===== src/hdl/cmx_pkg.sv =====
// constants for the serial register bank of the clock buffer
package cmx_pkg;
    // ==========================================
    // register indices
    localparam logic [7:0] IDX_ENABLES  = 8'h02;
    localparam logic [7:0] IDX_SWING    = 8'h03;
    localparam logic [7:0] IDX_RSVD4    = 8'h04;
    localparam logic [7:0] IDX_IDENT    = 8'h05;
    localparam logic [7:0] IDX_PART     = 8'h06;
    localparam logic [7:0] IDX_READ_LEN = 8'h07;
    localparam logic [7:0] IDX_RSVD8    = 8'h08;
    // ==========================================
    // values after reset, and the bits per byte
    localparam logic [3:0] RST_ENABLES  = 4'hF;
    localparam logic [2:0] RST_SWING    = 3'h4;
    localparam logic [4:0] RST_READ_LEN = 5'h08;
    localparam logic [3:0] BITS_PER_BYTE = 4'h8;
    // ==========================================
    // bus engine states and byte roles
    typedef enum logic [2:0] {CMX_IDLE, CMX_RX, CMX_ACK, CMX_TX, CMX_MACK} cmx_state_t;
    typedef enum logic [1:0] {CMX_K_ADDR, CMX_K_CMD, CMX_K_CNT, CMX_K_DATA} cmx_kind_t;
endpackage : cmx_pkg


===== src/hdl/cmx_smbus_regs.sv =====
// serial management slave with the upper register bytes 2 to 8
`timescale 1ns/100ps
// Function
// - A cleared enable bit for outputs 8 to 11 holds that output low whatever the OE pin.
// - The 3-bit swing field in byte 3 selects the output amplitude code.
// - A 5-bit writable byte-count field in byte 7 sets the count a block read returns; the read runs until a host not-acknowledge.
// - The byte count resets to 8 so that a block read covers bytes 0 to 7.
// - Byte 5 holds read-only revision and maker codes and byte 6 a read-only part code.
// - A block read first returns the byte count, then register bytes from the index.
module cmx_smbus_regs
    import cmx_pkg::*;
#(
    parameter logic [6:0] DEV_ADDR      = 7'h6C,
    parameter logic [3:0] REVISION_CODE = 4'h3,  // arbitrary value
    parameter logic [3:0] MAKER_CODE    = 4'h5,  // arbitrary value
    parameter logic [7:0] PART_CODE     = 8'h5A  // arbitrary value
) (
    input  wire logic       clk_sys,
    input  wire logic       rst_n,
    input  wire logic       scl_in,
    input  wire logic       sda_in,
    output logic            sda_out,
    output logic            sda_oe_n,
    input  wire logic       hw_oe_n,
    output logic [3:0]      out_active,
    output logic [2:0]      swing_code
);
    // ==========================================
    // pin synchronisers
    logic       scl_s1, scl_s2, scl_q;
    logic       sda_s1, sda_s2, sda_q;
    logic       oe_s1, oe_s2;

    always_ff @(posedge clk_sys or negedge rst_n) begin
        if (!rst_n) begin
            scl_s1 <= 1'b1;
            scl_s2 <= 1'b1;
            scl_q  <= 1'b1;
            sda_s1 <= 1'b1;
            sda_s2 <= 1'b1;
            sda_q  <= 1'b1;
            oe_s1  <= 1'b1;
            oe_s2  <= 1'b1;
        end else begin
            scl_s1 <= scl_in;
            scl_s2 <= scl_s1;
            scl_q  <= scl_s2;
            sda_s1 <= sda_in;
            sda_s2 <= sda_s1;
            sda_q  <= sda_s2;
            oe_s1  <= hw_oe_n;
            oe_s2  <= oe_s1;
        end
    end

    logic scl_rise, scl_fall, bus_start, bus_stop;
    assign scl_rise  = scl_s2 & ~scl_q;
    assign scl_fall  = ~scl_s2 & scl_q;
    assign bus_start = scl_s2 & scl_q & sda_q & ~sda_s2;
    assign bus_stop  = scl_s2 & scl_q & ~sda_q & sda_s2;

    // ==========================================
    // register contents
    logic [3:0] enables;
    logic [2:0] swing;
    logic [4:0] read_len;

    // bytes 0 and 1 live elsewhere, so they read as zero here
    function automatic logic [7:0] read_byte(input logic [7:0] idx, input logic [3:0] en,
                                             input logic [2:0] sw, input logic [4:0] len);
        logic [7:0] val;
        val = 8'h00;
        if (idx == IDX_ENABLES) begin
            val = {4'h0, en};
        end else if (idx == IDX_SWING) begin
            val = {5'h00, sw};
        end else if (idx == IDX_IDENT) begin
            val = {REVISION_CODE, MAKER_CODE};
        end else if (idx == IDX_PART) begin
            val = PART_CODE;
        end else if (idx == IDX_READ_LEN) begin
            val = {3'h0, len};
        end
        return val;
    endfunction : read_byte

    // ==========================================
    // bus engine
    cmx_state_t state, next_state;
    cmx_kind_t  kind, next_kind;
    logic [7:0] shift, next_shift;
    logic [3:0] bitcnt, next_bitcnt;
    logic [7:0] index, next_index;
    logic [7:0] wcount, next_wcount;
    logic       reading, next_reading;
    logic       tx_first, next_tx_first;
    logic       next_sda_oe_n;
    logic [3:0] next_enables;
    logic [2:0] next_swing;
    logic [4:0] next_read_len;
    logic [3:0] next_out_active;
    logic       wr_fire;
    logic [7:0] load_byte;

    always_comb begin
        next_state    = state;
        next_kind     = kind;
        next_shift    = shift;
        next_bitcnt   = bitcnt;
        next_index    = index;
        next_wcount   = wcount;
        next_reading  = reading;
        next_tx_first = tx_first;
        next_sda_oe_n = sda_oe_n;
        next_enables  = enables;
        next_swing    = swing;
        next_read_len = read_len;
        wr_fire       = 1'b0;
        next_out_active = enables & {4{~oe_s2}};
        // count goes out before any register byte
        load_byte     = tx_first ? {3'h0, read_len} : read_byte(index, enables, swing, read_len);
        if (bus_stop) begin
            next_state    = CMX_IDLE;
            next_sda_oe_n = 1'b1;
        end else if (bus_start) begin
            next_state    = CMX_RX;
            next_kind     = CMX_K_ADDR;
            next_bitcnt   = 4'h0;
            next_reading  = 1'b0;
            next_sda_oe_n = 1'b1;
        end else begin
            case (state)
                CMX_RX: begin
                    if (scl_rise) begin
                        next_shift  = {shift[6:0], sda_s2};
                        next_bitcnt = bitcnt + 4'h1;
                    end else if (scl_fall && bitcnt == BITS_PER_BYTE) begin
                        next_bitcnt   = 4'h0;
                        next_sda_oe_n = 1'b0;
                        next_state    = CMX_ACK;
                        case (kind)
                            CMX_K_ADDR: begin
                                if (shift[7:1] != DEV_ADDR) begin
                                    next_sda_oe_n = 1'b1;
                                    next_state    = CMX_IDLE;
                                end else if (shift[0]) begin
                                    next_reading  = 1'b1;
                                    next_tx_first = 1'b1;
                                end else begin
                                    next_kind = CMX_K_CMD;
                                end
                            end
                            CMX_K_CMD: begin
                                next_index = shift;
                                next_kind  = CMX_K_CNT;
                            end
                            CMX_K_CNT: begin
                                next_wcount = shift;
                                next_kind   = CMX_K_DATA;
                            end
                            default: begin
                                if (wcount != 8'h00) begin
                                    wr_fire     = 1'b1;
                                    next_wcount = wcount - 8'h01;
                                    next_index  = index + 8'h01;
                                    if (index == IDX_ENABLES) next_enables = shift[3:0];
                                    if (index == IDX_SWING) next_swing = shift[2:0];
                                    if (index == IDX_READ_LEN) next_read_len = shift[4:0];
                                end
                            end
                        endcase
                    end
                end
                CMX_ACK: begin
                    if (scl_fall) begin
                        if (reading) begin
                            next_shift    = load_byte;
                            next_sda_oe_n = load_byte[7];
                            next_bitcnt   = 4'h1;
                            next_tx_first = 1'b0;
                            if (!tx_first) next_index = index + 8'h01;
                            next_state    = CMX_TX;
                        end else begin
                            next_sda_oe_n = 1'b1;
                            next_state    = CMX_RX;
                        end
                    end
                end
                CMX_TX: begin
                    if (scl_fall) begin
                        if (bitcnt == BITS_PER_BYTE) begin
                            next_sda_oe_n = 1'b1;
                            next_bitcnt   = 4'h0;
                            next_state    = CMX_MACK;
                        end else begin
                            next_sda_oe_n = shift[6];
                            next_shift    = {shift[6:0], 1'b0};
                            next_bitcnt   = bitcnt + 4'h1;
                        end
                    end
                end
                CMX_MACK: begin
                    // host not-acknowledge ends the read
                    if (scl_rise) next_state = sda_s2 ? CMX_IDLE : CMX_ACK;
                end
                default: begin
                    next_state = CMX_IDLE;
                end
            endcase
        end
    end

    always_ff @(posedge clk_sys or negedge rst_n) begin
        if (!rst_n) begin
            state      <= CMX_IDLE;
            kind       <= CMX_K_ADDR;
            shift      <= 8'h00;
            bitcnt     <= 4'h0;
            index      <= 8'h00;
            wcount     <= 8'h00;
            reading    <= 1'b0;
            tx_first   <= 1'b0;
            sda_oe_n   <= 1'b1;
            sda_out    <= 1'b0;
            enables    <= RST_ENABLES;
            swing      <= RST_SWING;
            read_len   <= RST_READ_LEN;
            out_active <= 4'h0;
            swing_code <= RST_SWING;
        end else begin
            state      <= next_state;
            kind       <= next_kind;
            shift      <= next_shift;
            bitcnt     <= next_bitcnt;
            index      <= next_index;
            wcount     <= next_wcount;
            reading    <= next_reading;
            tx_first   <= next_tx_first;
            sda_oe_n   <= next_sda_oe_n;
            sda_out    <= 1'b0;
            enables    <= next_enables;
            swing      <= next_swing;
            read_len   <= next_read_len;
            out_active <= next_out_active;
            swing_code <= swing;
        end
    end

    // ==========================================
    // checks
    logic never_written;
    always_ff @(posedge clk_sys or negedge rst_n) begin
        if (!rst_n) never_written <= 1'b1;
        else if (wr_fire) never_written <= 1'b0;
    end

    logic tx_load;
    assign tx_load = (state == CMX_ACK) && scl_fall && reading && !bus_start && !bus_stop;

    chk_enable_gate: assert property (@(posedge clk_sys) disable iff (!rst_n)
        1'b1 |=> ((out_active & ~$past(enables)) == 4'h0)) else $error("output on while disabled");
    chk_swing_follow: assert property (@(posedge clk_sys) disable iff (!rst_n)
        1'b1 |=> (swing_code == $past(swing))) else $error("swing code not followed");
    chk_len_write: assert property (@(posedge clk_sys) disable iff (!rst_n)
        (wr_fire && index == IDX_READ_LEN) |=> (read_len == $past(shift[4:0])))
        else $error("byte count not written");
    chk_len_default: assert property (@(posedge clk_sys) disable iff (!rst_n)
        never_written |-> (read_len == RST_READ_LEN)) else $error("byte count not default");
    chk_part_ident: assert property (@(posedge clk_sys) disable iff (!rst_n)
        (tx_load && !tx_first && index == IDX_PART) |=> (shift == PART_CODE))
        else $error("part code wrong");
    chk_count_first: assert property (@(posedge clk_sys) disable iff (!rst_n)
        (tx_load && tx_first) |=> (shift == {3'h0, $past(read_len)}) && (state == CMX_TX))
        else $error("count not sent first");
    chk_rsvd_zero: assert property (@(posedge clk_sys) disable iff (!rst_n)
        (tx_load && !tx_first && (index == IDX_RSVD4 || index == IDX_RSVD8)) |=> (shift == 8'h00))
        else $error("reserved byte not zero");
endmodule : cmx_smbus_regs


===== config.mk =====
export PLATFORM = sky130hd
export DESIGN_NAME = cmx_smbus_regs
export DESIGN_NICKNAME = d
export VERILOG_FILES = /design/src/hdl/cmx_pkg.sv /design/src/hdl/cmx_smbus_regs.sv
export SDC_FILE = /design/constraint.sdc
export NUM_CORES = 1
export LEC_CHECK = 0
export BUFFER_PORTS_ARGS = -buffer_cell sky130_fd_sc_hd__buf_2
export CELL_PAD_IN_SITES_DETAIL_PLACEMENT = 0
export CELL_PAD_IN_SITES_GLOBAL_PLACEMENT = 1
export CORE_MARGIN = 5
export CORE_UTILIZATION = 48
export DETAILED_ROUTE_END_ITERATION = 12
export PLACE_DENSITY = 0.81
export REMOVE_ABC_BUFFERS = 1
export SLEW_MARGIN = 20
export SYNTH_ARGS = -nofsm -noshare
export SYNTH_HDL_FRONTEND = slang
export SYNTH_SLANG_ARGS = --single-unit

===== constraint.sdc =====
create_clock -name clk_sys -period 3 [get_ports clk_sys]
set_input_delay 0.3 -clock clk_sys [delete_from_list [all_inputs] [get_ports clk_sys]]
set_output_delay 0.3 -clock clk_sys [all_outputs]
set_load 0.005 [all_outputs]

==> flow_summary_export.csv <==
group,metric,value,unit
clock_network,clk_path_buf_depth,2,
power,clockPowerShare,47.0,%
grt,antenna_found_initial,0,
synthesis,synth.area.top_cells,"dfrtp_1, dfstp_2, mux2_2",
synthesis,synth-seq-cells,63,
placed_design,dp_slack,619,ps
placed_design,hpwl,5.80,mm
timing,period_share,79.0,%
timing,hold_viol_final,0,
power,p_leak,1.79,nW
power,p_comb_share,3.7,%
timing,fmaxAchievable,422,MHz
synthesis,postSynthCellCount,388,
final_layout,final_nets,415,
final_layout,drive_above_1_share,21.3,%
power,powerDensity,449,mW/mm^2
synthesis,yosysWarningCount,0,
clock_network,clkTransAtPathRegs,80,ps
timing,slew_headroom,46.0,%
outcome,status,"complete, no violations",
synthesis,yosys_most_used_dff,"dfrtp_1",
clock_network,insertion_delay,350,ps
placed_design,io_buffer_count,12,
clock_network,post_cts_buffers,0,
clock_network,cts_tree,"yes",
flow_run,max_cap_violations,0,
routing,vias,2960,
power,ir_drop,0.293,mV
timing,slew_viol_final,0,
worst_hold_path,min_path_type,"in2reg",
routing,drt_iter0_drc,226,
grt,track_usage,18.5,%
floorplan,core,0.00733,mm^2
grt,grt_pass1_vias,2820,
critical_path,rr_worst_depth,8,
critical_path,worstSetupPathType,"reg2reg",
synthesis,yosysSeqAreaShare,43.5,%
synthesis,synth_top_area_cell,"dfrtp_1",
routing,drc_errors,0,
timing,fin_crit,2370,ps
routing,wire_per_inst,16.8,um
synthesis,synth_cell_types,67,
grt,grt_max_degree,64,
final_layout,antennaDiodeCount,0,
placed_design,routabilityCongestion,0.903,
floorplan,die_w,97.5,um
critical_path,arrival,2610,ps
routing,via_per_inst,5.88,
floorplan,die_y,97.5,um
power,p_seq_share,49.4,%
routing,first_pass_iters,5,
clock_network,h-tree-depth,3,
critical_path,cp-start-kind,"flip-flop",
timing,setup_tns,0,ps
timing,setup_ws,631,ps
synthesis,yosysMostFrequentCell,"dfrtp_1",
grt,grt_pass1_wl,14.3,mm
timing,fin_skew,8.45,ps
synthesis,async_reset_ff_share,100,%
timing,rsz0062_at_grt,"false",
worst_hold_path,min_path_cells,1,
floorplan,rows,31,
final_layout,syn_to_final_growth,10.4,%
synthesis,synthTopCellsByCount,"dfrtp_1, nand2_1, o21ai_0",
floorplan,ios,14,
power,p_sw_share,24.7,%
floorplan,start_util,50.1,%
clock_network,cts.sinks,63,
synthesis,synth_top_area_share,32.0,%
clock_network,cts-resized-gates,0,
timing,max_slew.worst_pin.slew,810,ps
synthesis,synth_edf_count,0,
power,p_sw,0.450,mW
clock_network,holdBufCountCts,0,
routing,drtAntennaViolNets,0,
final_layout,fillers,644,
timing,setup_viol,0,
synthesis,syn_area,0.00367,mm^2
critical_path,critPathCaptureType,"flip-flop",
critical_path,path_max_fanout,16,
floorplan,dieArea,0.00950,mm^2
power,p_int,1.37,mW
grt,grt_overflow_total,0,
critical_path,required,3240,ps
synthesis,syn_avg_cell_area,9.46,um^2
routing,drt-total-wl,8.45,mm
clock_network,cts_buffers,9,
clock_network,root_buffer,"clkbuf_8",
critical_path,r2r_slack,630,ps
state kept, by name, summed over array words and instances, names as in the netlist, 2 cells and up:
register and count:
bitcnt 4, enables 4, index 8, kind 2, out_active 4, read_len 5, shift 8, state 3
swing 3, swing_code 3, wcount 8
routing by layer:
| layer | vias up | GRT usage, % | routed length [um] |
|---|---|---|---|
| li1 | 1448 | - | - |
| met1 | 1418 | 27.2 | 4260 |
| met2 | 81 | 25.9 | 3640 |
| met3 | 13 | 4.31 | 406 |
| met4 | 0 | 7.67 | 142 |
| met5 | - | 0 | 0 |
power by group through the flow:
stage	logic (mW)	registers [mW]	clock network, mW
3_5_place_dp	0.0690	0.913	0
4_1_cts	0.0691	0.898	0.871
2_1_floorplan	0.0390	0.902	0
5_1_grt	0.0794	0.901	0.917
6_report	0.0672	0.899	0.855
3_3_place_gp	0.0673	0.914	0
cell type report:
class	count	area [um^2]	share of cell area, %
Clock buffer	9	124	3.06
Sequential cell	63	1600	39.4
Timing Repair Buffer	21	128	3.15
Multi-Input combinational cell	285	1910	47.0
Clock inverter	7	103	2.53
Tap cell	99	124	3.06
Inverter	19	71.3	1.76
cells in the final DEF, fill, tap and decap left out, types with 3 or more instances in the layout:
master / count
a211oi_1: 6
a21o_1: 4
a21oi_1: 29
a22oi_1: 7
a31o_2: 3
a31oi_1: 3
and3_1: 5
and3b_1: 3
buf_2: 12
buf_4: 9
clkbuf_8: 9
dfrtp_1: 47
dfstp_2: 16
ha_1: 11
inv_1: 19
inv_6: 3
mux2_2: 15
mux2i_1: 4
nand2_1: 36
nand2b_1: 8
nand3_1: 10
nor2_1: 24
nor2b_1: 6
nor3_1: 7
nor4_1: 3
o21a_1: 5
o21ai_0: 30
o22ai_1: 4
o31ai_1: 3
o41ai_1: 3
or3_1: 3
or3b_2: 4
or4_1: 4
cells by family after synthesis:
logic type                 Yosys count  share of synthesized area [%]
and+or+nand+nor                    131                           19.8
AOI/OAI and AO/OA                  122                           22.4
DFF                                 63                           43.5
buffers and inverters               40                           4.60
muxes                               19                           5.69
adders and majority gates           11                           3.75
other                                1                          0.102
xor gates and xnor gates             1                          0.239
path summary, 6_finish.rpt:
path,to,startpoint
setup / recovery,index[0]$_DFFE_PN0P_,kind[0]$_DFFE_PN0P_
hold / removal,oe_s1$_DFF_PN1_,hw_oe_n
setup reg to reg,index[0]$_DFFE_PN0P_,kind[0]$_DFFE_PN0P_
hold reg to reg,oe_s2$_DFF_PN1_,oe_s1$_DFF_PN1_
max in group asynchronous,bitcnt[1]$_DFFE_PN0P_,rst_n
min in group asynchronous,wcount[4]$_DFFE_PN0P_,rst_n
worst max-delay path: stages, from the launching register on:
cell and delay, ps:
dfrtp_1 390, inv_1 80, ha_1 300, or2_2 350, a211o_1 320, a2111oi_4 340, buf_4 260, and2_1 170
o21ai_2 50
per-stage QoR:
step / hold WS [ps] / utilization [%] / std cells / instance area (um^2) / power [mW]
finish: 44.4 / 55.3 / 503 / 4050 / 1.82
CTS: 34.6 / 55.3 / 503 / 4050 / 1.84
global route: 20.5 / 55.3 / 503 / 4050 / 1.90
global placement: 346 / 52.2 / 487 / 3820 / 0.981
detailed placement: 348 / 52.2 / 487 / 3820 / 0.983
floorplan: 4.41 / - / 367 / 3570 / 0.941
(Power assumes the default switching activity.)
